===== src/verilog/flash_host_pkg.sv =====
package flash_host_pkg;

    // serial clock pacing: one half period of the link clock in reference cycles
    localparam int REF_CLK_MHZ  = 250;
    localparam int SCK_MAX_MHZ  = 25;
    localparam logic [2:0] HALF_CYC = 3'((REF_CLK_MHZ + 2 * SCK_MAX_MHZ - 1) / (2 * SCK_MAX_MHZ));

    localparam logic [3:0] CLKS_SINGLE = 4'h8;
    localparam logic [3:0] CLKS_DUAL   = 4'h4;
    localparam logic [1:0] ADDR_BYTES  = 2'h3;
    localparam int         TOP_ADDRESS_BIT = 18;
    localparam logic [23:0] ARRAY_MASK  = 24'h07_FFFF;
    localparam logic [23:0] SECTOR_MASK = 24'hFF_F000;
    localparam logic [23:0] BLOCK_MASK  = 24'hFF_0000;
    localparam logic [8:0]  PAGE_BYTES  = 9'h100;

    localparam logic [7:0] READ_CMD               = 8'h03;
    localparam logic [7:0] FAST_READ_CMD          = 8'h0B;
    localparam logic [7:0] DUAL_OUT_READ_CMD      = 8'h3B;
    localparam logic [7:0] DUAL_IO_READ_CMD       = 8'hBB;
    localparam logic [7:0] SECTOR_ERASE_CMD       = 8'h20;
    localparam logic [7:0] SECTOR_ERASE_ALT_CMD   = 8'hD7;
    localparam logic [7:0] BLOCK_ERASE_CMD        = 8'hD8;
    localparam logic [7:0] CHIP_ERASE_CMD         = 8'h60;
    localparam logic [7:0] CHIP_ERASE_ALT_CMD     = 8'hC7;
    localparam logic [7:0] PAGE_PROGRAM_CMD       = 8'h02;
    localparam logic [7:0] STATUS_READ_CMD        = 8'h05;
    localparam logic [7:0] STATUS_WRITE_CMD       = 8'h01;
    localparam logic [7:0] WRITE_LATCH_SET_CMD    = 8'h06;
    localparam logic [7:0] WRITE_LATCH_CLEAR_CMD  = 8'h04;
    localparam logic [7:0] DEVICE_CODE_READ_CMD   = 8'hAB;
    localparam logic [7:0] PART_CODE_READ_CMD     = 8'h9F;
    localparam logic [7:0] DEEP_SLEEP_CMD         = 8'hB9;

    typedef struct packed {
        logic has_addr;
        logic has_dummy;
        logic dual_addr;
        logic dual_data;
        logic rd;
        logic wr;
        logic need_write_latch_set_cmd;
    } info_t;

    function automatic info_t decode(input logic [7:0] op, input logic [8:0] len);
        info_t i;
        i = '0;
        case (op)
            READ_CMD:              begin i.has_addr = 1'b1; i.rd = 1'b1; end
            FAST_READ_CMD:         begin i.has_addr = 1'b1; i.has_dummy = 1'b1; i.rd = 1'b1; end
            DUAL_OUT_READ_CMD: begin
                i.has_addr  = 1'b1;
                i.has_dummy = 1'b1;
                i.dual_data = 1'b1;
                i.rd        = 1'b1;
            end
            DUAL_IO_READ_CMD: begin
                i.has_addr  = 1'b1;
                i.has_dummy = 1'b1;
                i.dual_addr = 1'b1;
                i.dual_data = 1'b1;
                i.rd        = 1'b1;
            end
            SECTOR_ERASE_CMD, SECTOR_ERASE_ALT_CMD, BLOCK_ERASE_CMD: begin
                i.has_addr  = 1'b1;
                i.need_write_latch_set_cmd = 1'b1;
            end
            CHIP_ERASE_CMD, CHIP_ERASE_ALT_CMD: i.need_write_latch_set_cmd = 1'b1;
            PAGE_PROGRAM_CMD:      begin i.has_addr = 1'b1; i.wr = 1'b1; i.need_write_latch_set_cmd = 1'b1; end
            STATUS_WRITE_CMD:      begin i.wr = 1'b1; i.need_write_latch_set_cmd = 1'b1; end
            STATUS_READ_CMD, PART_CODE_READ_CMD: i.rd = 1'b1;
            // with no data asked for, the bare opcode is the deep sleep exit
            DEVICE_CODE_READ_CMD:  begin i.has_addr = (len != 9'h000); i.rd = 1'b1; end
            default:               i = '0;
        endcase
        return i;
    endfunction

    // data bytes in the frame; program needs 1..256, status write exactly one
    function automatic logic [8:0] data_len(input logic [7:0] op, input logic [8:0] len);
        logic [8:0] n;
        n = len;
        if (op == STATUS_WRITE_CMD) begin
            n = 9'h001;
        end else if (op == PAGE_PROGRAM_CMD) begin
            if (len == 9'h000) begin
                n = 9'h001;
            end else if (len > PAGE_BYTES) begin
                n = PAGE_BYTES;
            end
        end
        return n;
    endfunction

endpackage


===== src/verilog/flash_host.sv =====
`timescale 1ns/10ps
`default_nettype none

module flash_host
    import flash_host_pkg::*;
(
    input  wire logic       ref_clk_i,
    input  wire logic       rst_i,
    input  wire logic       cmd_valid_i,
    input  wire logic [7:0] cmd_op_i,
    input  wire logic [23:0] cmd_addr_i,
    input  wire logic [8:0] cmd_len_i,
    output logic            cmd_ready_o,
    input  wire logic [7:0] wr_data_i,
    output logic            wr_take_o,
    output logic [7:0]      rd_data_o,
    output logic            rd_valid_o,
    output logic            done_o,
    output logic            sck_o,
    output logic            cs_n_o,
    input  wire logic [1:0] dual_data_lines_i,
    output logic [1:0]      dual_data_lines_o,
    output logic [1:0]      dual_data_lines_oe_o
);

    typedef enum logic [2:0] {IDLE, LEAD, OPC, ADDR, DUMMY, WDATA, RDATA, TAIL} phase_t;

    typedef struct packed {
        phase_t     phase;
        logic       gap;
        logic       sck;
        logic       cs_n;
        logic [1:0] dq_out;
        logic [1:0] dq_oe;
        logic [7:0] tx;
        logic [7:0] rx;
        logic [3:0] clks;
        logic       byte_end;
        logic       dual;
        logic [8:0] left;
        logic [1:0] abytes;
        logic [7:0] op;
        logic [23:0] addr;
        logic [8:0] len;
        logic       write_latch_set_cmd_pre;
        logic [7:0] rd_data;
        logic       rd_valid;
        logic       wr_take;
        logic       done;
        logic       ready;
        logic [1:0] sync1;
        logic [1:0] sync2;
    } state_t;

    state_t s;
    state_t next_s;
    info_t  info;
    info_t  cmd_info;
    logic   tick;

    sck_pacer pacer (
        .ref_clk_i (ref_clk_i),
        .rst_i     (rst_i),
        // the deselect gap is paced too, else idle would never see its closing tick
        .run_i     ((s.phase != IDLE) || s.gap),
        .tick_o    (tick)
    );

    // line levels for the head of the shift register; dual puts the high bit on line 1
    function automatic logic [1:0] head(input logic [7:0] tx, input logic dual);
        return dual ? tx[7:6] : {1'b0, tx[7]};
    endfunction

    // the prefixed write enable frame carries nothing but its opcode
    assign info = s.write_latch_set_cmd_pre ? info_t'('0) : decode(s.op, s.len);
    assign cmd_info = decode(cmd_op_i, cmd_len_i);

    always_comb begin
        next_s          = s;
        next_s.sync1    = dual_data_lines_i;
        next_s.sync2    = s.sync1;
        next_s.rd_valid = 1'b0;
        next_s.wr_take  = 1'b0;
        next_s.done     = 1'b0;

        unique case (s.phase)
            IDLE: begin
                if (s.gap) begin
                    if (tick) begin
                        next_s.gap = 1'b0;
                    end
                end else if (s.write_latch_set_cmd_pre && s.op != WRITE_LATCH_SET_CMD) begin
                    next_s.write_latch_set_cmd_pre = 1'b0;
                end
                if (!s.ready && !s.gap && !s.write_latch_set_cmd_pre) begin
                    next_s.done  = 1'b1;
                    next_s.ready = 1'b1;
                end
                if (s.ready && cmd_valid_i) begin
                    next_s.ready = 1'b0;
                    next_s.op    = cmd_op_i;
                    next_s.len   = data_len(cmd_op_i, cmd_len_i);
                    next_s.addr  = cmd_addr_i & ARRAY_MASK;
                    if (cmd_op_i == SECTOR_ERASE_CMD || cmd_op_i == SECTOR_ERASE_ALT_CMD) begin
                        next_s.addr = cmd_addr_i & ARRAY_MASK & SECTOR_MASK;
                    end else if (cmd_op_i == BLOCK_ERASE_CMD) begin
                        next_s.addr = cmd_addr_i & ARRAY_MASK & BLOCK_MASK;
                    end
                    next_s.write_latch_set_cmd_pre = cmd_info.need_write_latch_set_cmd;
                end
                // a new frame opens: select first, opcode MSB on the line before any clock
                if ((s.ready && cmd_valid_i) || (s.write_latch_set_cmd_pre && !s.gap && !s.ready)) begin
                    next_s.phase  = LEAD;
                    next_s.cs_n   = 1'b0;
                    next_s.tx     = next_s.write_latch_set_cmd_pre ? WRITE_LATCH_SET_CMD : next_s.op;
                    next_s.dual   = 1'b0;
                    next_s.dq_out = head(next_s.tx, 1'b0);
                    next_s.dq_oe  = 2'b01;
                    next_s.clks   = CLKS_SINGLE;
                    next_s.byte_end = 1'b0;
                end
            end
            LEAD: begin
                if (tick) begin
                    next_s.phase = OPC;
                end
            end
            TAIL: begin
                // clock already back low; deselect a half period after the last falling edge
                if (tick) begin
                    next_s.cs_n  = 1'b1;
                    next_s.dq_oe = 2'b00;
                    next_s.phase = IDLE;
                    next_s.gap   = 1'b1;
                    if (s.write_latch_set_cmd_pre) begin
                        next_s.op = s.op;
                    end
                end
            end
            default: begin
                if (tick && !s.sck) begin
                    // rising edge: both host and device sample here
                    next_s.sck  = 1'b1;
                    next_s.clks = s.clks - 4'h1;
                    if (s.phase == RDATA) begin
                        next_s.rx = s.dual ? {s.rx[5:0], s.sync2} : {s.rx[6:0], s.sync2[1]};
                    end
                    if (s.clks == 4'h1) begin
                        next_s.byte_end = 1'b1;
                        if (s.phase == RDATA) begin
                            next_s.rd_data  = next_s.rx;
                            next_s.rd_valid = 1'b1;
                        end
                    end
                end else if (tick) begin
                    // falling edge: the host moves its own output bits here
                    next_s.sck = 1'b0;
                    if (!s.byte_end) begin
                        next_s.tx     = s.dual ? {s.tx[5:0], 2'b00} : {s.tx[6:0], 1'b0};
                        next_s.dq_out = head(next_s.tx, s.dual);
                    end else begin
                        next_s.byte_end = 1'b0;
                        next_s.tx       = 8'h00;
                        unique case (s.phase)
                            OPC: begin
                                next_s.left = info.rd || info.wr ? s.len : 9'h000;
                                if (info.has_addr) begin
                                    next_s.phase  = ADDR;
                                    next_s.abytes = ADDR_BYTES;
                                end else if (info.wr) begin
                                    next_s.phase = WDATA;
                                end else if (info.rd && s.len != 9'h000) begin
                                    next_s.phase = RDATA;
                                end else begin
                                    next_s.phase = TAIL;
                                end
                            end
                            ADDR: begin
                                next_s.abytes = s.abytes - 2'h1;
                                if (s.abytes == 2'h1) begin
                                    if (info.has_dummy) begin
                                        next_s.phase = DUMMY;
                                    end else if (info.wr) begin
                                        next_s.phase = WDATA;
                                    end else if (info.rd && s.left != 9'h000) begin
                                        next_s.phase = RDATA;
                                    end else begin
                                        next_s.phase = TAIL;
                                    end
                                end
                            end
                            DUMMY: begin
                                next_s.phase = s.left != 9'h000 ? RDATA : TAIL;
                            end
                            WDATA, RDATA: begin
                                next_s.left = s.left - 9'h001;
                                if (s.left == 9'h001) begin
                                    next_s.phase = TAIL;
                                end
                            end
                            default: next_s.phase = TAIL;
                        endcase
                        // the chosen phase fixes width, drive direction and first bits
                        next_s.dual = (next_s.phase == ADDR && info.dual_addr)
                                    || ((next_s.phase == DUMMY || next_s.phase == RDATA)
                                        && info.dual_data);
                        next_s.clks = next_s.dual ? CLKS_DUAL : CLKS_SINGLE;
                        if (next_s.phase == ADDR) begin
                            next_s.tx   = s.phase == OPC ? s.addr[23:16] :
                                          (s.abytes == 2'h3 ? s.addr[15:8] : s.addr[7:0]);
                        end else if (next_s.phase == WDATA) begin
                            next_s.tx      = wr_data_i;
                            next_s.wr_take = 1'b1;
                        end
                        unique case (next_s.phase)
                            ADDR:     next_s.dq_oe = next_s.dual ? 2'b11 : 2'b01;
                            DUMMY:    next_s.dq_oe = next_s.dual ? 2'b00 : 2'b01;
                            WDATA:    next_s.dq_oe = 2'b01;
                            default:  next_s.dq_oe = next_s.phase == TAIL ? s.dq_oe : 2'b00;
                        endcase
                        next_s.dq_out = head(next_s.tx, next_s.dual);
                    end
                end
            end
        endcase
    end

    always_ff @(posedge ref_clk_i or posedge rst_i) begin
        if (rst_i) begin
            s       <= '0;
            s.phase <= IDLE;
            s.cs_n  <= 1'b1;
            s.ready <= 1'b1;
        end else begin
            s <= next_s;
        end
    end

    assign cmd_ready_o          = s.ready;
    assign wr_take_o            = s.wr_take;
    assign rd_data_o            = s.rd_data;
    assign rd_valid_o           = s.rd_valid;
    assign done_o               = s.done;
    assign sck_o                = s.sck;
    assign cs_n_o               = s.cs_n;
    assign dual_data_lines_o    = s.dq_out;
    assign dual_data_lines_oe_o = s.dq_oe;

endmodule

`default_nettype wire


===== src/verilog/sck_pacer.sv =====
`timescale 1ns/10ps
`default_nettype none

module sck_pacer
    import flash_host_pkg::*;
(
    input  wire logic ref_clk_i,
    input  wire logic rst_i,
    input  wire logic run_i,
    output logic      tick_o
);

    logic [2:0] count;

    always_ff @(posedge ref_clk_i or posedge rst_i) begin
        if (rst_i) begin
            count  <= 3'h0;
            tick_o <= 1'b0;
        end else if (!run_i) begin
            count  <= 3'h0;
            tick_o <= 1'b0;
        end else if (count == HALF_CYC - 3'h1) begin
            count  <= 3'h0;
            tick_o <= 1'b1;
        end else begin
            count  <= count + 3'h1;
            tick_o <= 1'b0;
        end
    end

endmodule

`default_nettype wire


===== config.mk =====
export PLATFORM = sky130hd
export DESIGN_NAME = flash_host
export DESIGN_NICKNAME = d
export VERILOG_FILES = /design/src/verilog/flash_host_pkg.sv /design/src/verilog/flash_host.sv /design/src/verilog/sck_pacer.sv
export SDC_FILE = /design/constraint.sdc
export NUM_CORES = 1
export LEC_CHECK = 0
export ABC_AREA = 1
export BUFFER_PORTS_ARGS = -buffer_cell sky130_fd_sc_hd__buf_2
export CAP_MARGIN = 20
export CORE_ASPECT_RATIO = 1.4
export CORE_MARGIN = 2
export CORE_UTILIZATION = 30
export DETAILED_ROUTE_END_ITERATION = 10
export SYNTH_ARGS = -nofsm -noshare
export SYNTH_HDL_FRONTEND = slang
export SYNTH_SLANG_ARGS = --single-unit
export TNS_END_PERCENT = 100

===== constraint.sdc =====
create_clock -name ref_clk_i -period 4.93 [get_ports ref_clk_i]
set_input_delay 0.7395 -clock ref_clk_i [delete_from_list [all_inputs] [get_ports ref_clk_i]]
set_output_delay 0.7395 -clock ref_clk_i [all_outputs]
set_load 0.02 [all_outputs]

==> results of run 1 <==
-- synth_stat cells, types with 3 or more instances --
| cell | number | share of area |
|---|---|---|
| inv_2 | 6 | 0.0039 |
| o211ai_1 | 14 | 0.018 |
| nor2_1 | 61 | 0.040 |
| nor2_2 | 7 | 0.0076 |
| clkbuf_1 | 11 | 0.0072 |
| inv_4 | 3 | 0.0033 |
| dfrtp_1 | 97 | 0.42 |
| nand3b_1 | 3 | 0.0039 |
| inv_1 | 103 | 0.067 |
| nor4_1 | 3 | 0.0033 |
| nand3_1 | 65 | 0.056 |
| buf_2 | 5 | 0.0043 |
| a31oi_1 | 10 | 0.011 |
| o21ai_1 | 4 | 0.0035 |
| mux2_2 | 8 | 0.016 |
| clkinv_1 | 5 | 0.0033 |
| buf_4 | 13 | 0.017 |
| a21oi_1 | 24 | 0.021 |
| o31ai_1 | 3 | 0.0039 |
| o22ai_1 | 13 | 0.014 |
| nand2_1 | 160 | 0.10 |
| ha_1 | 9 | 0.020 |
| nand2_2 | 5 | 0.0054 |
| nand4_1 | 7 | 0.0076 |
| o21ai_0 | 81 | 0.070 |
| nor3_1 | 12 | 0.010 |
-- path summary, 6_finish.rpt --
kind | start | end | slack [ns]
max | s[57]$_DFFE_PP0P_ | dual_data_lines_o[0]$_DFFE_PP0P_ | 2.27
min reg2reg | next_s[1]$_DFF_PP0_ | s[1]$_DFF_PP0_ | 0.35
min | next_s[1]$_DFF_PP0_ | s[1]$_DFF_PP0_ | 0.35
max reg2reg | s[57]$_DFFE_PP0P_ | dual_data_lines_o[0]$_DFFE_PP0P_ | 2.27
max in group asynchronous | rst_i | s[70]$_DFFE_PP0P_ | 3.37
min in group asynchronous | rst_i | s[67]$_DFFE_PP0P_ | 0.56
-- area by class of cell --
cell class | count | area, um2
clock buffers | 9 | 225
clock inverters | 7 | 92.6
fillers | 1972 | 12400
inverters | 117 | 449
multi-input cells | 516 | 2660
flip-flops and latches | 99 | 2480
well taps | 248 | 310
repair buffers | 68 | 345
-- per-layer routing --
metal	GRT usage	part of all wire	vias to the layer above
met2	0.269	0.53	80
li1	-	-	2606
met3	0.0227	0.026	13
met4	0.0445	0.015	0
met5	0	0	-
met1	0.180	0.43	2355
-- through the flow --
step	worst slack, ns	utilization
after floorplan	1.60	-
after global placement	2.27	0.329
after detailed placement	2.29	0.329
after CTS	2.28	0.345
after global routing	2.00	0.345
final	2.27	0.345
-- worst reg2reg max path, cell delays in order, from the launching register on --
cell and delay, ns:
dfrtp_1 0.42, nor2_1 0.24, nand2_1 0.12, nand2_1 0.10
nand3_1 0.09, nand2_1 0.07, inv_1 0.05, nand2_1 0.05
nand3_1 0.06, a21oi_1 0.78, nand3_1 0.21, nand3_1 0.14
nand3_1 0.08, nand2_1 0.08, nand2_1 0.05, nand2_1 0.06
-- flip-flops by register name, summed over array words and instances, names as in the netlist, 2 cells and up --
name	flops
pacer.count	3
dual_data_lines_oe_o	2
s	75
rd_data_o	8
next_s	2
dual_data_lines_o	2
-- report_power, final --
group          internal (mW)  total, mW  switching [mW]  leakage, nW
clock                  0.408      0.758           0.349        0.156
sequential             0.816      0.817         0.00184         1.21
combinational         0.0215     0.0610          0.0395         1.90
-- kinds of logic after synthesis --
group,after synthesis,share of synthesized area
multiplexers,8,0.0156
flip-flops,99,0.430
AND/OR/NAND/NOR,336,0.262
XOR/XNOR,2,0.00304
adder cells (fa/ha/maj),9,0.0195
buffers and inverters,147,0.108
AO/OA/AOI/OAI,161,0.161
==> impl_results.md, run 1 <==
* Outcome: complete, no violations
* Cells after DPL at 1,048
* GR Util All Layers at 0.149
* # resized after CTS at 0
* DRC at 0
* Most frequent cells in the layout: nand2_1 (160), inv_1 (102), dfrtp_1 (97), o21ai_0 (81), buf_2 (66)
* Setup bufs post-CTS at 0
* Worst-Skew Late Latency at 0.36 ns
* Hold path cells at 0
* Worst VDD drop at 0.000145 V
* Dpl cell area at 6240 um2
* Final WL at 14,400 um
* Worst Hold Class: flip-flop to flip-flop
* Antenna violations before repair at 0
* Type of destination of the critical path: flip-flop
* H-tree Lvls at 3
* CTS root buffer: clkbuf_16
* CTS clock-pin slew for the worst setup and hold paths at 0.08 ns
* Final Power at 1.64 mW
* Crit Path Class: flip-flop to flip-flop
* Vias/cell at 4.75
* RSZ-0062 raised after global routing: false
* Synthesized cell area at 5760 um2
* Post-synth EDFFs at 0
* Vias at 5,054
* Leakage at 3.26 nW
* Max-slew violations at 0
* Net count after synthesis at 825
* Iter 0 DRT Violations at 279
* FF-to-FF path depth at 15
* Yosys reg bits at 99
* WP buf/inv at 1
* Post-synth ARST share at 1.00
* Core Region at 19,000 um2
* PD cells at 249 nW/um2
* CTS tree: yes
* Crit path time final at 2.66 ns
* Post-CTS Hold Buffers at 0
* Number of global-route vias before repair at 4,961
* Period utilization at 0.540
* Seq/Total Area, Yosys at 0.430
* Final Hold Violating Endpoints at 0
* Syn Area/Cell at 7.56 um2
* Worst path slowest cell: a21oi_1
* Initial Util at 0.303
* Die width at 121 um
* Ys Warns at 0
* Synth unique cells at 50
* Setup violations, final at 0
* Clock sink total at 99
* Full die area at 20,300 um2
* Fmax at 376 MHz
* Global-route wire length before repair at 24,000 um
* Largest net degree at the start of global routing at 66
* Layout area overhead at 13.9%
* Worst path max stage delay at 0.78 ns
* Critical Path Stages at 15
* Dominant synthesized flop cell: dfrtp_1
* Worst hold slack at 0.350 ns
* Drt pass-1 iters at 4
* Relative slew margins at 0.325
* Setup Total Neg Slack at 0 ns
* Worst-margin pin slew at 1.01 ns
* Total clock buffers created by CTS at 9
* Fin area at 6560 um2
* Most common library cell in the layout ignoring fill and taps: nand2_1
* Final HPWL DP at 10,900 um
* Row count at 60
* CTS Buffer Depth at 2
* I/O Pins at 72
* Total of max-cap violations at 0
* Routability cong. at 0.883
* Critical Path Most Common Cell: nand2_1
* Post-layout nets at 874
* ANT cells at 0
* Worst Skew at 0.0127 ns
* Routed Antenna Nets at 0
* CP arrival at 2.96 ns
* Routed wire per std cell at 13.6 um
* WP data required at 5.23 ns
* Share of cells above drive strength 1 at 0.159
* Cell family with most CP delay: simple AND/OR/NAND/NOR gates
* CP Max Fanout at 11
* IO buf count at 66
* Post-Syn Instances at 762
* Crit-path cells: nor2_1 > nand2_1 > nand2_1 > nand3_1 > nand2_1 > inv_1 > nand2_1 > nand3_1 > a21oi_1 > nand3_1 > nand3_1 > nand3_1 > nand2_1 > nand2_1 > nand2_1
* Die height at 168 um
* Post-Layout Cell Count at 1,064
* Startpoint types: flip-flop
* Congestion Overflow GR at 0
No activity file was read; power rests on OpenSTA's default activity.
==> inputs of run 2 (changes only) <==
==> constraint.sdc (replaced) <==
create_clock -name ref_clk_i -period 2.6 [get_ports ref_clk_i]
set_input_delay 0.39 -clock ref_clk_i [delete_from_list [all_inputs] [get_ports ref_clk_i]]
set_output_delay 0.39 -clock ref_clk_i [all_outputs]
set_load 0.02 [all_outputs]
==> run 2 against run 1 <==
  * Utilization up 0.46 points
  * Sequential share of layout area down 0.50 points
  * Sequential power up 90%
  * Via count up 1.1%
  * Die area unchanged
  * Clock-buffer cell count up 1
  * Clock power up 78%
  * Fmax up 19%
  * Largest power group unchanged
  * Power up 85%
==> impl_results.md, run 2 (synthesis results as in run 1) <==
* Outcome: complete, no violations
* Fill count at 2,015
* Dpl cell area at 6350 um2
* Vias at 5,108
* Setup violations, final at 0
* Iter 0 DRT Violations at 262
* Final Hold Violating Endpoints at 0
* CP arrival at 2.50 ns
* Core Region at 19,000 um2
* Max-slew violations at 0
* PD cells at 455 nW/um2
* Die height at 168 um
* Most frequent cells in the layout: nand2_1 (160), inv_1 (102), dfrtp_1 (97), o21ai_0 (81), buf_2 (66)
* Initial Util at 0.303
* I/O Pins at 72
* Vias/cell at 4.74
* WP data required at 2.87 ns
* Area of the multi-input gates at 2660 um2
* Worst-Skew Late Latency at 0.36 ns
* Setup Total Neg Slack at 0 ns
* Largest net degree at the start of global routing at 40
* # resized after CTS at 0
* Routed Antenna Nets at 0
* Register Area at 2480 um2
* Worst-margin pin slew at 0.739 ns
* DP Worst Slack at 0.368 ns
* CTS tree: yes
* Final HPWL DP at 11,300 um
* Global-route track usage on met2 at 0.269
* Post-CTS Hold Buffers at 0
* Number of flip-flops in the largest register at 75
* FF-to-FF End: s[66]$_DFFE_PP0P_
* Period utilization at 0.856
* H-tree Lvls at 3
* Relative slew margins at 0.503
* Crit path time final at 2.23 ns
* Crit Path Class: flip-flop to flip-flop
* CTS Buffer Depth at 2
* Drt pass-1 iters at 5
* Congestion Overflow GR at 0
* Antenna violations before repair at 0
* Worst VDD drop at 0.000284 V
* Full die area at 20,300 um2
* Number of global-route vias before repair at 4,921
* M3 GR Usage at 0.0247
* Leakage at 3.31 nW
* Worst Skew at 0.0179 ns
* RSZ-0062 raised after global routing: false
* CTS root buffer: clkbuf_16
* Critical path origin: s[100]$_DFFE_PP0P_
* FF-to-FF path depth at 16
* Fmax at 449 MHz
* GR Util All Layers at 0.150
* IO buf count at 66
* CP Max Fanout at 13
* Routed wire per std cell at 13.5 um
* Row count at 60
* Total clock buffers created by CTS at 9
* Share of cells above drive strength 1 at 0.172
* Fin area at 6650 um2
* Layout area overhead at 15.4%
* Routability cong. at 0.854
* Worst Hold Class: input port to async pin
* Post-layout nets at 887
* Startpoint types: flip-flop
* Type of destination of the critical path: flip-flop
* Die width at 121 um
* Global-route wire length before repair at 24,300 um
* Final Power at 3.02 mW
* Clock sink total at 99
* Final WL at 14,600 um
* Worst reg2reg setup slack at 0.37 ns
* ANT cells at 0
* Worst Setup Slack, final at 0.374 ns
* Setup bufs post-CTS at 0
* Most common library cell in the layout ignoring fill and taps: nand2_1
* CTS clock-pin slew for the worst setup and hold paths at 0.07 ns
* Reg-to-reg startpoint: s[100]$_DFFE_PP0P_
* Global routing's busiest layer: met2
* Total of max-cap violations at 0
* GR Layer Usage met1 at 0.180
* Biggest register: s
* Layout Utilization at 0.350
* DRC at 0
==> run 2: cell count changes in the layout (fill, tap and decap cells not counted), sizes merged <==
cell | before | now
clkbuf | 9 | 10
buf | 68 | 81
inv | 116 | 114
clkinvlp | 0 | 3
clkinv | 7 | 6
bufinv | 1 | 0
==> run 2: worst max-delay path: stages (launching register included) <==
cell,delay (ns)
dfrtp_1,0.45
nor2_1,0.09
inv_2,0.13
nor2_8,0.07
inv_4,0.11
nor2_2,0.05
nand2_2,0.08
o21ai_2,0.08
inv_2,0.09
nand3_4,0.17
nor2_4,0.21
nand2_4,0.10
inv_4,0.09
o21ai_4,0.08
inv_4,0.15
nor2_2,0.04
a31oi_1,0.15
==> run 2: cell type report <==
type / count / area share
clock buffers: 10 / 0.0359
inverters: 117 / 0.0677
well taps: 248 / 0.0467
clock inverters: 6 / 0.00828
multi-input cells: 516 / 0.400
repair buffers: 81 / 0.0685
flip-flops and latches: 99 / 0.373
==> run 2: stage by stage <==
stage	cells	hold slack, ns
detailed placement	1061	0.336
floorplan	762	0.331
global placement	1061	0.335
CTS	1077	0.0659
finish	1077	0.0546
global route	1077	0.0941
==> run 2: how the worst max path moves through the flow <==
stage / to / slack (ns) / cells after the start
6_report: s[66]$_DFFE_PP0P_ / 0.37 / 16
5_1_grt: s[34]$_DFFE_PP0P_ / 0.06 / 8
4_1_cts: s[27]$_DFFE_PP0P_ / 0.36 / 8
3_5_place_dp: s[37]$_DFFE_PP0P_ / 0.37 / 8
3_3_place_gp: s[67]$_DFFE_PP0P_ / 0.39 / 16
2_1_floorplan: s[66]$_DFFE_PP0P_ / 0.72 / 17
==> run 2: where the power goes <==
group	leakage, nW	switching [mW]	internal (mW)
clock	0.139	0.657	0.695
combinational	1.96	0.0760	0.0448
sequential	1.21	0.00353	1.55
==> run 2: routing by layer <==
metal  up-vias  part of all wire
li1       2629                 -
met1      2373              0.43
met2        84              0.52
met3        22             0.030
met4         0             0.018
met5         -                 0
==> inputs of run 3 (changes only) <==
--- a/config.mk
+++ b/config.mk
@@ -10,7 +10,7 @@
 export CAP_MARGIN = 20
 export CORE_ASPECT_RATIO = 1.4
 export CORE_MARGIN = 2
-export CORE_UTILIZATION = 30
+export CORE_UTILIZATION = 40
 export DETAILED_ROUTE_END_ITERATION = 10
 export SYNTH_ARGS = -nofsm -noshare
 export SYNTH_HDL_FRONTEND = slang
==> run 3 against run 2 <==
  * Clock skew decreased by 0.0099 ns
  * Non-clock buffer count decreased by 5
  * Cell area decreased by 2.0%
  * Sequential share of layout area increased by 0.77 points
  * Final cell count decreased by 6.4%
  * Clock power decreased by 6%
  * Via count increased by 1.8%
  * Setup slack got worse by 0.13 ns
  * First-iteration DRC count decreased by 8.4%
  * Power decreased by 2.9%
  * Worst hold slack improved by 0.089 ns
  * Global-route usage increased by 4.4 points
  * Largest power group unchanged
  * Highest routed layer unchanged
==> impl_results.md, run 3 (synthesis results as in run 1) <==
* Worst hold slack at 0.143 ns
* Relative slew margins at 0.426
* GR Util All Layers at 0.194
* PD cells at 450 nW/um2
* Most common library cell in the layout ignoring fill and taps: nand2_1
* Largest net degree at the start of global routing at 100
* Full die area at 15,400 um2
* Row count at 51
* Max-slew violations at 0
* IO buf count at 66
* Crit path time final at 2.36 ns
* Worst-Skew Late Latency at 0.35 ns
* Number of global-route vias before repair at 5,119
* Setup violations, final at 0
* # resized after CTS at 0
* Routability cong. at 0.928
* Vias/cell at 5.16
* Worst reg2reg setup slack at 0.24 ns
* Vias at 5,201
* Congestion Overflow GR at 0
* CTS Buffer Depth at 2
* Worst Skew at 0.00796 ns
* Worst path slowest cell: dfrtp_1
* Final HPWL DP at 10,700 um
* Crit Path Class: flip-flop to flip-flop
* Number of flip-flops in the largest register at 75
* Iter 0 DRT Violations at 240
* Critical Path Most Common Cell: inv_4
* Final Hold Violating Endpoints at 0
* Die width at 105 um
* Final WL at 14,200 um
* Die height at 146 um
* Type of destination of the critical path: flip-flop
* Worst Hold Class: input port to flip-flop
* Fmax at 424 MHz
* Post-CTS Hold Buffers at 0
* Clock sink total at 99
* Crit-path cells: nor2_8 > inv_4 > nor2_2 > nand2_2 > o21ai_2 > inv_2 > nand3_4 > nor2_4 > nand2_4 > inv_4 > o21ai_4 > inv_4 > nand2_1 > o21ai_0
* Routed Antenna Nets at 0
* CTS root buffer: clkbuf_16
* Worst path max stage delay at 0.67 ns
* Setup Total Neg Slack at 0 ns
* Startpoint types: flip-flop
* CP arrival at 2.63 ns
* Outcome: complete, no violations
* Critical path origin: s[98]$_DFFE_PP0P_
* ANT cells at 0
* Setup bufs post-CTS at 0
* Fill count at 1,376
* Reg-to-reg startpoint: s[98]$_DFFE_PP0P_
* Worst VDD drop at 0.000266 V
* Critical Path Stages at 14
* Layout Utilization at 0.466
* Total clock buffers created by CTS at 9
* Layout area overhead at 13.1%
* Worst-margin pin slew at 0.858 ns
* Global-route wire length before repair at 24,300 um
* I/O Pins at 72
* Core Region at 14,000 um2
* Most frequent cells in the layout: nand2_1 (160), inv_1 (102), dfrtp_1 (97), o21ai_0 (81), buf_2 (66)
* Initial Util at 0.412
* Total of max-cap violations at 0
* H-tree Lvls at 3
* Leakage at 3.28 nW
* FF-to-FF End: s[65]$_DFFE_PP0P_
* Antenna violations before repair at 0
* DRC at 0
* RSZ-0062 raised after global routing: false
* Crit path to: s[65]$_DFFE_PP0P_
* CTS clock-pin slew for the worst setup and hold paths at 0.07 ns
* Biggest register: s
* CP Max Fanout at 14
* Drt pass-1 iters at 7
* WP data required at 2.87 ns
* CTS tree: yes
* Post-layout nets at 882
* Routed wire per std cell at 14.1 um
* FF-to-FF path depth at 14
* Cell family with most CP delay: simple AND/OR/NAND/NOR gates
* Period utilization at 0.908
* WP buf/inv at 4
* Share of cells above drive strength 1 at 0.166
==> run 3: cell count changes in the layout (fill, tap and decap cells not counted), sizes merged <==
cell	delta
clkinv	+1
buf	-5
inv	-2
==> run 3: worst min-delay path by stage <==
stage,start,end,cells after the start
2_1_floorplan,next_s[0]$_DFF_PP0_,s[0]$_DFF_PP0_,0
3_3_place_gp,next_s[1]$_DFF_PP0_,s[1]$_DFF_PP0_,0
3_5_place_dp,next_s[1]$_DFF_PP0_,s[1]$_DFF_PP0_,0
4_1_cts,dual_data_lines_i[0],next_s[0]$_DFF_PP0_,1
5_1_grt,dual_data_lines_i[0],next_s[0]$_DFF_PP0_,1
6_report,dual_data_lines_i[0],next_s[0]$_DFF_PP0_,1
==> run 3: routing by layer <==
metal,track usage,part of all wire
met4,0.0580,0.014
met1,0.241,0.43
met5,0,0
met2,0.342,0.52
met3,0.0331,0.036
==> run 3: where the power goes <==
group	internal (mW)	switching, mW
clock	0.673	0.596
sequential	1.55	0.00376
combinational	0.0428	0.0711
==> run 3: per-stage QoR <==
stage / cells / power (mW) / instance area (um2) / setup WS, ns
final: 1008 / 2.93 / 6520 / 0.239
after detailed placement: 993 / 1.70 / 6240 / 0.255
after CTS: 1008 / 2.97 / 6520 / 0.230
after global placement: 993 / 1.70 / 6240 / 0.295
after global routing: 1008 / 3.05 / 6520 / 0.00482
after floorplan: 762 / 1.63 / 5760 / 0.725
==> run 3: area by class of cell <==
cell class | instances | area [um2] | share of cell area
sequential | 99 | 2480 | 0.381
clock inverter | 5 | 37.5 | 0.00576
tap | 185 | 231 | 0.0355
clock buffer | 10 | 239 | 0.0367
timing repair buffer | 76 | 418 | 0.0641
inverter | 117 | 450 | 0.0691
multi-input combinational | 516 | 2660 | 0.408
